--- src/rtl/rtk_pkg.sv ---
// Constants, types and state layout of the timekeeping core.
// Assumes a 100 MHz core clock; all pins arrive from outside its domain.
package rtk_pkg;
    // ----------------------------------------
    // Register map
    // ----------------------------------------
    localparam logic [4:0] ADDR_SEC = 5'h00;
    localparam logic [4:0] ADDR_LAST = 5'h10;
    localparam logic [4:0] AUX_BASE = 5'h07;
    localparam int NUM_TIME = 7;
    localparam int NUM_AUX = 10;
    localparam int SEC_I = 0;
    localparam int MIN_I = 1;
    localparam int HOUR_I = 2;
    localparam int DAY_I = 3;
    localparam int DATE_I = 4;
    localparam int MON_I = 5;
    localparam int YEAR_I = 6;
    localparam int HOUR_12_BIT = 6;
    localparam int HOUR_PM_BIT = 5;
    localparam int CENTURY_BIT = 7;
    // Writable bits of each time register; the rest read as zero
    localparam logic [6:0][7:0] TIME_MASK = {8'hff, 8'h9f, 8'h3f, 8'h07, 8'h7f, 8'h7f, 8'h7f};
    // Year 00, month 01, date 01, weekday 01, 00:00:00
    localparam logic [6:0][7:0] TIME_INIT = {8'h00, 8'h01, 8'h01, 8'h01, 8'h00, 8'h00, 8'h00};
    // ----------------------------------------
    // Timing
    // ----------------------------------------
    localparam int CLK_MHZ = 100;
    localparam int REC_TIME_US = 250;
    localparam logic [14:0] DIV_MAX = 15'h7fff;
    localparam int SQW_HALF_BIT = 14;
    // ----------------------------------------
    // Types
    // ----------------------------------------
    typedef enum logic [3:0] {
        ST_IDLE = 4'h0,
        ST_ADDR = 4'h1,
        ST_ADDR_ACK = 4'h2,
        ST_PTR = 4'h3,
        ST_PTR_ACK = 4'h4,
        ST_WDATA = 4'h5,
        ST_WDATA_ACK = 4'h6,
        ST_RDATA = 4'h7,
        ST_RDATA_ACK = 4'h8
    } rtk_i2c_t;
    typedef struct packed {
        logic [1:0] scl_sync;
        logic [1:0] sda_sync;
        logic [1:0] osc_sync;
        logic [1:0] pf_sync;
        logic scl_prev;
        logic sda_prev;
        logic osc_prev;
        logic [31:0] rec_cnt;
        rtk_i2c_t i2c;
        logic [3:0] bits;
        logic [7:0] shift;
        logic [4:0] ptr;
        logic rd;
        logic acked;
        logic sda_oe;
        logic sqw_oe;
        logic blocked;
        logic [6:0][7:0] tm;
        logic [6:0][7:0] shadow;
        logic [9:0][7:0] aux;
        logic [14:0] div;
    } rtk_state_t;
endpackage

--- src/rtl/rtk_core.sv ---
// Timekeeping core: serial slave, BCD clock/calendar, power-fail gate.
// Assumes SCL, SDA, oscillator and power-fail arrive asynchronously
// and that the wire level of SDA is resolved outside from the enable.
`timescale 1ns/1ps
module rtk_core import rtk_pkg::*; #(
    // Slave identity, arbitrary value
    parameter logic [6:0] DEV_ADDR = 7'h2a,
    // Recovery interval in core cycles
    parameter logic [31:0] REC_CYCLES = 32'(REC_TIME_US * CLK_MHZ)
) (
    // Clock and reset
    input wire logic core_clk_in,
    input wire logic reset_in,
    // Serial bus
    input wire logic scl_in,
    input wire logic sda_in,
    output logic sda_out,
    output logic sda_oe_out,
    // Oscillator and supply sense
    input wire logic osc_clk_in,
    input wire logic power_fail_in,
    // Square-wave output
    input wire logic sqw_enable_in,
    output logic square_wave_irq_out,
    output logic square_wave_irq_oe_out,
    // Status
    output logic access_blocked_out
);
    // ----------------------------------------
    // Helper functions
    // ----------------------------------------
    // BCD increment from lo to hi; bit 8 flags the wrap
    function automatic logic [8:0] bcd_step(input logic [7:0] v, input logic [7:0] lo,
                                            input logic [7:0] hi);
        if (v >= hi) begin
            return {1'b1, lo};
        end else if (v[3:0] >= 4'h9) begin
            return {1'b0, 4'(v[7:4] + 4'h1), 4'h0};
        end
        return {1'b0, v[7:4], 4'(v[3:0] + 4'h1)};
    endfunction

    // Last date of the month, February set by century flag
    function automatic logic [7:0] month_end(input logic [4:0] mon, input logic cent);
        case (mon)
            5'h02: return cent ? 8'h28 : 8'h29;
            5'h04, 5'h06, 5'h09, 5'h11: return 8'h30;
            default: return 8'h31;
        endcase
    endfunction

    // Pointer advance with wrap past the last location
    function automatic logic [4:0] ptr_next(input logic [4:0] p);
        return (p >= ADDR_LAST) ? ADDR_SEC : 5'(p + 5'h01);
    endfunction

    // ----------------------------------------
    // State
    // ----------------------------------------
    rtk_state_t st_q; // All registered state
    rtk_state_t st_d; // Next state
    logic scl; // Synchronised SCL
    logic sda; // Synchronised SDA
    logic scl_rise; // SCL edge events
    logic scl_fall;
    logic start_ev; // Bus conditions
    logic stop_ev;
    logic tick; // One-second tick
    logic blocked; // Access gate
    logic [8:0] r; // Scratch step result
    logic carry; // Carry between fields
    logic [7:0] hr; // Hours scratch
    logic [7:0] rbyte; // Byte at the pointer for reads
    logic [4:0] np; // Next pointer

    // ----------------------------------------
    // Next-state logic
    // ----------------------------------------
    always_comb begin
        st_d = st_q;
        r = '0;
        hr = '0;
        carry = 1'b0;
        np = ptr_next(st_q.ptr);
        // Two-stage synchronisers; only the second stage (bit 1) is read by logic
        st_d.scl_sync = {st_q.scl_sync[0], scl_in};
        st_d.sda_sync = {st_q.sda_sync[0], sda_in};
        st_d.osc_sync = {st_q.osc_sync[0], osc_clk_in};
        st_d.pf_sync = {st_q.pf_sync[0], power_fail_in};
        scl = st_q.scl_sync[1];
        sda = st_q.sda_sync[1];
        st_d.scl_prev = scl;
        st_d.sda_prev = sda;
        st_d.osc_prev = st_q.osc_sync[1];
        scl_rise = scl & ~st_q.scl_prev;
        scl_fall = ~scl & st_q.scl_prev;
        start_ev = scl & st_q.scl_prev & st_q.sda_prev & ~sda;
        stop_ev = scl & st_q.scl_prev & ~st_q.sda_prev & sda;

        // Oscillator edges feed the divider chain, counting up
        tick = 1'b0;
        if (st_q.osc_sync[1] & ~st_q.osc_prev) begin
            st_d.div = 15'(st_q.div + 15'h0001);
            tick = (st_q.div == DIV_MAX);
        end

        // Seconds to years carry chain in BCD
        if (tick) begin
            r = bcd_step(st_q.tm[SEC_I], 8'h00, 8'h59);
            st_d.tm[SEC_I] = r[7:0];
            if (r[8]) begin
                r = bcd_step(st_q.tm[MIN_I], 8'h00, 8'h59);
                st_d.tm[MIN_I] = r[7:0];
                carry = r[8];
            end
            if (carry) begin
                hr = st_q.tm[HOUR_I];
                carry = 1'b0;
                if (hr[HOUR_12_BIT]) begin
                    // Twelve-hour: 11 to 12 flips PM, 12 to 01
                    if (hr[4:0] == 5'h12) begin
                        hr[4:0] = 5'h01;
                    end else if (hr[4:0] == 5'h11) begin
                        hr[4:0] = 5'h12;
                        carry = hr[HOUR_PM_BIT];
                        hr[HOUR_PM_BIT] = ~hr[HOUR_PM_BIT];
                    end else begin
                        r = bcd_step({3'h0, hr[4:0]}, 8'h01, 8'h12);
                        hr[4:0] = r[4:0];
                    end
                end else begin
                    // Twenty-four-hour: bit 5 is the twenties digit
                    r = bcd_step({2'h0, hr[5:0]}, 8'h00, 8'h23);
                    hr[5:0] = r[5:0];
                    carry = r[8];
                end
                st_d.tm[HOUR_I] = hr;
            end
            if (carry) begin
                r = bcd_step(st_q.tm[DAY_I], 8'h01, 8'h07);
                st_d.tm[DAY_I] = r[7:0];
                r = bcd_step(st_q.tm[DATE_I], 8'h01,
                             month_end(st_q.tm[MON_I][4:0], st_q.tm[MON_I][CENTURY_BIT]));
                st_d.tm[DATE_I] = r[7:0];
                carry = r[8];
            end
            if (carry) begin
                r = bcd_step({3'h0, st_q.tm[MON_I][4:0]}, 8'h01, 8'h12);
                st_d.tm[MON_I][4:0] = r[4:0];
                carry = r[8];
            end
            if (carry) begin
                r = bcd_step(st_q.tm[YEAR_I], 8'h00, 8'h99);
                st_d.tm[YEAR_I] = r[7:0];
                if (r[8]) begin
                    st_d.tm[MON_I][CENTURY_BIT] = ~st_q.tm[MON_I][CENTURY_BIT];
                end
            end
        end

        // Power-fail gate with recovery hold-off
        if (st_q.pf_sync[1]) begin
            st_d.rec_cnt = REC_CYCLES;
        end else if (st_q.rec_cnt != 32'h0) begin
            st_d.rec_cnt = 32'(st_q.rec_cnt - 32'h1);
        end
        blocked = st_q.pf_sync[1] | (st_q.rec_cnt != 32'h0);
        st_d.blocked = blocked;

        // Square wave low for the first half second of the chain
        st_d.sqw_oe = sqw_enable_in & ~st_d.div[SQW_HALF_BIT];

        // Byte presented for reads: shadows for time, else storage
        if (st_q.ptr < 5'(NUM_TIME)) begin
            rbyte = st_q.shadow[st_q.ptr[2:0]];
        end else begin
            rbyte = st_q.aux[4'(st_q.ptr - AUX_BASE)];
        end

        // Serial slave
        if (start_ev) begin
            st_d.i2c = ST_ADDR;
            st_d.bits = 4'h0;
            st_d.sda_oe = 1'b0;
            st_d.shadow = st_q.tm;
        end else if (stop_ev) begin
            st_d.i2c = ST_IDLE;
            st_d.sda_oe = 1'b0;
        end else begin
            case (st_q.i2c)
                ST_ADDR, ST_PTR, ST_WDATA: begin
                    if (scl_rise) begin
                        st_d.shift = {st_q.shift[6:0], sda};
                        st_d.bits = 4'(st_q.bits + 4'h1);
                    end else if (scl_fall && st_q.bits == 4'h8) begin
                        st_d.sda_oe = 1'b1;
                        if (st_q.i2c == ST_ADDR) begin
                            st_d.rd = st_q.shift[0];
                            // Wrong identity, or a read while blocked: no ack
                            if (st_q.shift[7:1] != DEV_ADDR || (st_q.shift[0] && blocked)) begin
                                st_d.sda_oe = 1'b0;
                                st_d.i2c = ST_IDLE;
                            end else begin
                                st_d.i2c = ST_ADDR_ACK;
                            end
                        end else if (st_q.i2c == ST_PTR) begin
                            st_d.ptr = (st_q.shift[4:0] > ADDR_LAST || st_q.shift[7:5] != 3'h0)
                                       ? ADDR_SEC : st_q.shift[4:0];
                            st_d.i2c = ST_PTR_ACK;
                        end else begin
                            // Commit as the device ack starts
                            if (!blocked) begin
                                if (st_q.ptr < 5'(NUM_TIME)) begin
                                    st_d.tm[st_q.ptr[2:0]] = st_q.shift &
                                                             TIME_MASK[st_q.ptr[2:0]];
                                end else begin
                                    st_d.aux[4'(st_q.ptr - AUX_BASE)] = st_q.shift;
                                end
                                if (st_q.ptr == ADDR_SEC) begin
                                    st_d.div = '0;
                                end
                            end
                            st_d.ptr = np;
                            if (np == ADDR_SEC) begin
                                st_d.shadow = st_d.tm;
                            end
                            st_d.i2c = ST_WDATA_ACK;
                        end
                    end
                end
                ST_ADDR_ACK: begin
                    if (scl_fall) begin
                        st_d.bits = 4'h0;
                        if (st_q.rd) begin
                            st_d.shift = rbyte;
                            st_d.sda_oe = ~rbyte[7];
                            st_d.bits = 4'h1;
                            st_d.i2c = ST_RDATA;
                        end else begin
                            st_d.sda_oe = 1'b0;
                            st_d.i2c = ST_PTR;
                        end
                    end
                end
                ST_PTR_ACK, ST_WDATA_ACK: begin
                    if (scl_fall) begin
                        st_d.sda_oe = 1'b0;
                        st_d.bits = 4'h0;
                        st_d.i2c = ST_WDATA;
                    end
                end
                ST_RDATA: begin
                    if (scl_fall) begin
                        if (st_q.bits == 4'h8) begin
                            st_d.sda_oe = 1'b0;
                            st_d.ptr = np;
                            if (np == ADDR_SEC) begin
                                st_d.shadow = st_q.tm;
                            end
                            st_d.i2c = ST_RDATA_ACK;
                        end else begin
                            st_d.shift = {st_q.shift[6:0], 1'b0};
                            st_d.sda_oe = ~st_q.shift[6];
                            st_d.bits = 4'(st_q.bits + 4'h1);
                        end
                    end
                end
                ST_RDATA_ACK: begin
                    if (scl_rise) begin
                        st_d.acked = ~sda;
                    end else if (scl_fall) begin
                        if (st_q.acked && !blocked) begin
                            st_d.shift = rbyte;
                            st_d.sda_oe = ~rbyte[7];
                            st_d.bits = 4'h1;
                            st_d.i2c = ST_RDATA;
                        end else begin
                            st_d.i2c = ST_IDLE;
                        end
                    end
                end
                default: begin
                    st_d.i2c = ST_IDLE;
                    st_d.sda_oe = 1'b0;
                end
            endcase
        end
    end

    // ----------------------------------------
    // State register
    // ----------------------------------------
    always_ff @(posedge core_clk_in) begin
        if (reset_in) begin
            st_q <= '0;
            st_q.tm <= TIME_INIT;
            st_q.shadow <= TIME_INIT;
        end else begin
            st_q <= st_d;
        end
    end

    // ----------------------------------------
    // Outputs
    // ----------------------------------------
    // Open-drain pins only ever pull low
    assign sda_out = 1'b0;
    assign sda_oe_out = st_q.sda_oe;
    assign square_wave_irq_out = 1'b0;
    assign square_wave_irq_oe_out = st_q.sqw_oe;
    assign access_blocked_out = st_q.blocked;
endmodule

--- config.mk ---
export PLATFORM = sky130hd
export DESIGN_NAME = rtk_core
export DESIGN_NICKNAME = d
export VERILOG_FILES = /design/src/rtl/rtk_pkg.sv /design/src/rtl/rtk_core.sv
export SDC_FILE = /design/constraint.sdc
export NUM_CORES = 1
export LEC_CHECK = 0
export ABC_AREA = 1
export BUFFER_PORTS_ARGS = -buffer_cell sky130_fd_sc_hd__buf_2
export CAP_MARGIN = 15
export CELL_PAD_IN_SITES_DETAIL_PLACEMENT = 1
export CELL_PAD_IN_SITES_GLOBAL_PLACEMENT = 1
export CORE_ASPECT_RATIO = 1.4
export CORE_MARGIN = 1
export CORE_UTILIZATION = 50
export CTS_CLUSTER_DIAMETER = 40
export DETAILED_ROUTE_END_ITERATION = 10
export MAX_ROUTING_LAYER = met4
export PLACE_DENSITY_LB_ADDON = 0.1
export SLEW_MARGIN = 25
export SYNTH_ARGS = -nofsm -noshare
export SYNTH_HDL_FRONTEND = slang
export SYNTH_SLANG_ARGS = --single-unit
export TNS_END_PERCENT = 10
--- constraint.sdc ---
create_clock -name core_clk_in -period 3.9 [get_ports core_clk_in]
set_input_delay 0.78 -clock core_clk_in [delete_from_list [all_inputs] [get_ports core_clk_in]]
set_output_delay 0.78 -clock core_clk_in [all_outputs]
set_load 0.05 [all_outputs]
Word-level counts from Yosys, hierarchy flattened
Memories as Yosys holds them, arrays and structs flattened. A register that Yosys moved wholly into a read port is not among the register bits.
Cells that the tools add are included.
Word-level totals
  input port bits: 7
  memories kept: 1
  logic and storage cells: 373
  output and inout port bits: 5
  register bits after elaboration: 276
  memory bits (read-only): 64
Memory list
  (no name shown): words 8, width 8, read ports 1, clocked after Yosys merged registers in 1, write ports 0, RTL line rtk_core.sv:215  | TIME_MASK[st_q.ptr[2:0]];
Operators by class
  mux-type cells: 175
  add/subtract/negate cells: 20
  reductions and logical operators: 34
  bitwise operators: 28
  $lt $le $gt $ge: 22
  equal/unequal tests: 48
Operators with widths (number)
  two-way mux 207 bit: 5
  two-way mux 56 bit: 9
  two-way mux 9 bit: 24
  two-way mux 95 bit: 2
  case mux 56 bit (2 select lines): 1
  two-way mux 8 bit: 13
  bitwise mux 80 bit: 1
  two-way mux 80 bit: 1
  two-way mux 15 bit: 5
  two-way mux 1 bit: 67
  two-way mux 16 bit: 4
  two-way mux 5 bit: 12
  bitwise mux 56 bit: 1
  adder 4 x 1 -> 4 bit, second input constant: 13
  two-way mux 45 bit: 1
  case mux 4 bit (5 select lines): 2
  two-way mux 12 bit: 3
  binary-select mux 8 bit (select 4 bit): 1
  demux 8 bit (select 4 bit): 1
  != test 4 bit, second input constant: 8
  case mux 8 bit (4 select lines): 1
  AND reduction 8 bit: 4
  nonzero test 32 bit: 1
  subtractor 32 x 1 -> 32 bit, second input constant: 1
  62 further kinds: 146

Longest topological paths before layout
  depth after elaboration: 50
  depth in mapped cells: 20
  depth with buffers taken out: 20

Worst setup path after synthesis
OpenSTA, ideal clock, no wires.
  kind: register to register
  from: register st_q[212] in the netlist's numbering
  to: register st_q[220] in the netlist's numbering
  path buffers: 4
  cell stages (with the launch flop): 16
  arrival: 2.594 ns
  clock period less this slack: 2.711 ns
  setup slack: 1.189 ns
  library setup time: 0.117 ns
  cells stage by stage: dfxtp_1 > buf_2 > inv_2 > clkbuf_1 > clkbuf_1 > ha_1 > inv_1 > clkbuf_1 > a21oi_1 > o21ai_0 > nand3_1 > a31o_2 > o211ai_1 > o21ai_0 > nor2_1 > nor2_1
On the way
  cells in the longest elaborated chain, start to end: 8
  elaborated cells on any way between the ends: 13
Ends and longest elaborated chain
  start: declaration: RTL line rtk_core.sv:60  | rtk_state_t st_q;
  start signal: assignment: RTL line rtk_core.sv:299  | st_q <= st_d;
  subtractor 4 x 3 -> 4 bit: RTL line rtk_core.sv:177  | rbyte = st_q.aux[4'(st_q.ptr - AUX_BASE)];
  binary-select mux 8 bit (select 4 bit): RTL line rtk_core.sv:177
  two-way mux 8 bit (implied by the code): RTL line rtk_core.sv:177
  two-way mux 8 bit *: RTL line rtk_core.sv:174  | if (st_q.ptr < 5'(NUM_TIME)) begin
  two-way mux 12 bit: RTL line rtk_core.sv:272  | if (st_q.acked && !blocked) begin
  two-way mux 16 bit: RTL line rtk_core.sv:271  | end else if (scl_fall) begin
  two-way mux 16 bit: RTL line rtk_core.sv:269  | if (scl_rise) begin
  case mux 8 bit (4 select lines) *: RTL line rtk_core.sv:190  | case (st_q.i2c)
Mark *: on every way between the ends. The rest lies on a longest branch, timed or not. The select of a mux whose other input is x is not followed.
A chain may end at the register's enable or synchronous reset.

Final worst setup path
  from: register st_q[168] in the netlist's numbering
  to: register st_q[184] in the netlist's numbering
On the way
  cells in the longest elaborated chain, start to end: 22
  elaborated cells on any way between the ends: 28
Ends and longest elaborated chain
  greater-or-equal comparator 4 bit: RTL line rtk_core.sv:37  | end else if (v[3:0] >= 4'h9) begin
  two-way mux 1 bit: RTL line rtk_core.sv:37
  two-way mux 1 bit: RTL line rtk_core.sv:35  | if (v >= hi) begin
  two-way mux 1 bit: RTL line rtk_core.sv:119  | if (hr[HOUR_12_BIT]) begin
  two-way mux 1 bit: RTL line rtk_core.sv:116  | if (carry) begin
  two-way mux 1 bit: RTL line rtk_core.sv:108  | if (tick) begin
  two-way mux 9 bit: RTL line rtk_core.sv:40  | return {1'b0, v[7:4], 4'(v[3:0] + 4'h1)};
  two-way mux 1 bit *: RTL line rtk_core.sv:119
  [... 6 more ...]
  two-way mux 56 bit: RTL line rtk_core.sv:212  | if (!blocked) begin
  two-way mux 207 bit: RTL line rtk_core.sv:206  | end else if (st_q.i2c == ST_PTR) begin
  two-way mux 207 bit: RTL line rtk_core.sv:197  | if (st_q.i2c == ST_ADDR) begin
  two-way mux 207 bit: RTL line rtk_core.sv:195  | end else if (scl_fall && st_q.bits == 4'h8) begin
  two-way mux 207 bit: RTL line rtk_core.sv:192  | if (scl_rise) begin
  two-way mux 56 bit: RTL line rtk_core.sv:190
  two-way mux 207 bit: RTL line rtk_core.sv:186  | end else if (stop_ev) begin
  two-way mux 56 bit *: RTL line rtk_core.sv:181  | if (start_ev) begin
Marks and branches as above.

==> metrics.cfg <==
[run_status]
status = finished, final reports clean

[detailed_routing]
wl_per_cell_um = 21.82
drtIter0Drc = 1243
firstDrtPassIters = 6
drc = 0
detail-route-antenna-nets = 0
vias = 18029
routed_wirelength_um = 64540
via_per_inst = 6.095

[worst_setup_path]
critPathKind = reg2reg
cpPeakStageDelay_ns = 0.45
path_common_cell = nand2_1
startpoint_type = flip-flop
path_max_fanout = 13
reg2reg_slack_ns = 0.43
slowest_stage = nor3_1
path_cells = inv_1, ha_1, inv_1, nor3_1, ha_1, nand2_1, nand2_1, nand2_1, nor2_4, nand2_2, inv_1, nand2_1, o21ai_0, nand2_1, o211ai_1, o22ai_1, and2_1
r2r_cells = 17
critPathCaptureType = flip-flop
cp.arrival_ns = 3.92
cp.required_ns = 4.35

[clocking]
numCtsBuffers = 43
clkTransAtPathRegs_ns = 0.06
postCtsResizedCells = 0
htreeDepth = 2
clockBufferDepth = 3
insertion_delay_ns = 0.56
cts_tree = yes
cts_sinks = 280
clockRootBuffer = clkbuf_16
cts_setup_buffers = 0
postCtsHoldBufs = 0

[final_layout]
antennaDiodeCount = 0
drive_gt1_share_pct = 9.710
final_cell_mix = nand2_1 (503), a21oi_1 (292), inv_1 (280), nor2_1 (279), dfxtp_1 (279)
layout.cells.most_common = nand2_1
area_growth_syn_to_layout_pct = 10.44
nets = 2539

[timing]
relSlewSlack_pct = 33.52
finalSetupTns_ns = 0
rsz0062_at_grt = false
setup_viol = 0
worst_pin_slew_ns = 0.9961
period_needed_ns = 3.474
max_freq_mhz = 287.8
finalCritPeriodShare_pct = 89.09
layout_setup_ws_ns = 0.4256
slew_violations = 0
hold_viol_final = 0
skew_ns = 0.01630

[synth]
synth_edf_count = 0
syn_area_um2 = 16810
netlist_instances = 2519
synth_ff_type = dfxtp_1
syn_avg_cell_area_um2 = 6.673
synth.yosys.seq_area_share_pct = 33.35
ys_ff_latch = 280
yosysWarnings = 0
async_flop_share_pct = 0
synthDistinctLibCells = 62

[floorplan]
ios = 12
die_x_um = 157.0
fp.dieArea_um2 = 34370
row_count = 79
die_h_um = 218.9
start_util_pct = 50.61
coreArea_um2 = 33210

[placed_design]
place_congestion = 0.9604
io_buffers = 9
dp_hpwl_um = 43980
dpl_worst_slack_ns = 0.5542

[power_and_ir_drop]
power.share.combinational_pct = 29.9
pwr-share-clk_pct = 36.9
sequentialPowerShare_pct = 33.3
internal_power_mw = 6.303
irDropWorstVdd_uv = 506.1
switching_power_mw = 4.251
power_density_nw_per_um2 = 568.6
power.leakage_nw = 8.233
swShare_pct = 40.27

[global_route]
grt_pass1_wl_um = 100700
grt_util_all_layers_pct = 38.89
grt_pass1_vias = 18644
grt_max_degree = 81
antenna_found_initial = 0
gr-total-overflow = 0

[worst_hold_path]
hold_depth = 2
min_path_type = reg2reg

[run]
drv_cap = 0

worst paths after layout:
path | endpoint | from
max | st_q[184] | st_q[168]
min | sda | st_d[273]
max reg2reg | st_q[184] | st_q[168]
min reg2reg | sda | st_d[273]
registers in the layout, summed over array words and instances (netlist names), named ones only:
name / count
st_q: 266
st_d: 5
sda: 1
access_blocked_out: 1
sda_oe_out: 1
scl: 1
square_wave_irq_oe_out: 1
layout make-up:
class                           count  area [µm²]
Clock buffer                       48        1157
Clock inverter                     26       265.3
Fill cell                        4512       14650
Inverter                          306        1151
Multi-Input combinational cell   1815        9544
Sequential cell                   280        5607
Tap cell                          445       556.8
Timing Repair Buffer               38       281.5
metrics by stage:
stage          power [mW]  cell area [µm²]  hold slack (ns)  cells  util, %
6_report            10.55            18560           0.4060   2958    55.89
5_1_grt             11.01            18560           0.4250   2958    55.89
4_1_cts             10.53            18560           0.4090   2958    55.89
3_5_place_dp        6.609            17140           0.4033   2884    51.61
3_3_place_gp        6.520            17140           0.3902   2884    51.61
2_1_floorplan       5.531            16810           0.3883   2520        -
synth_stat cells (6+ instances only):
| cell | instances | share of area, % |
|---|---|---|
| o21ai_1 | 29 | 0.86 |
| nor2_4 | 8 | 0.54 |
| buf_6 | 6 | 0.40 |
| nor3_1 | 31 | 0.92 |
| o22ai_1 | 20 | 0.74 |
| o211a_1 | 7 | 0.42 |
| nor4_1 | 7 | 0.26 |
| o2111ai_1 | 6 | 0.31 |
| inv_2 | 15 | 0.33 |
| nand2_4 | 6 | 0.40 |
| nand4_1 | 34 | 1.3 |
| or2_2 | 8 | 0.30 |
| a211oi_2 | 48 | 3.6 |
| clkinv_1 | 8 | 0.18 |
| a21oi_1 | 292 | 8.7 |
| o211ai_1 | 15 | 0.67 |
| nand3_1 | 122 | 3.6 |
| clkbuf_1 | 91 | 2.0 |
| a22o_1 | 6 | 0.31 |
| xnor2_1 | 13 | 0.68 |
| and2_1 | 6 | 0.22 |
| buf_2 | 12 | 0.36 |
| a211oi_1 | 16 | 0.71 |
| nand2_2 | 11 | 0.41 |
| dfxtp_1 | 280 | 33 |
| nand2_1 | 504 | 11 |
| o21ai_0 | 201 | 6.0 |
| nor2_1 | 281 | 6.3 |
| nor2_2 | 13 | 0.48 |
| a31oi_1 | 14 | 0.52 |
| inv_1 | 282 | 6.3 |
| ha_1 | 48 | 3.6 |
| xor2_1 | 11 | 0.57 |
layer usage:
layer / part of all wire [%] / routed length (µm) / up-vias / GRT usage (%)
met5: 0 / 0 / - / -
met4: 6.8 / 4418 / 0 / 25.49
met3: 6.2 / 4032 / 288 / 5.628
met2: 49 / 31310 / 703 / 66.28
met1: 38 / 24780 / 8751 / 41.92
li1: - / - / 8287 / -
critical path, delay by kind of cell (launching register included):
kind            cells  cell delay (ns)
compound gates      3             0.34
simple gates        9             1.63
buf+inv             3             0.60
flops               1             0.37
fa+ha+maj           2             0.41
kinds of logic after synthesis:
kind of cell / after synthesis / share of synthesized area, %
other cells: 1 / 0.02231
fa+ha+maj: 48 / 3.573
buf+inv: 425 / 9.975
simple gates: 1058 / 27.61
compound gates: 683 / 24.22
flops: 280 / 33.35
xor+xnor: 24 / 1.251
power groups by stage:
stage / combinational [mW] / sequential (mW) / clock [mW]
final: 3.15 / 3.51 / 3.89
after floorplan: 2.18 / 3.35 / 0
after global routing: 3.44 / 3.54 / 4.03
after detailed placement: 3.05 / 3.56 / 0
after global placement: 2.98 / 3.54 / 0
after CTS: 3.11 / 3.50 / 3.92
(Power assumes the default switching activity.)
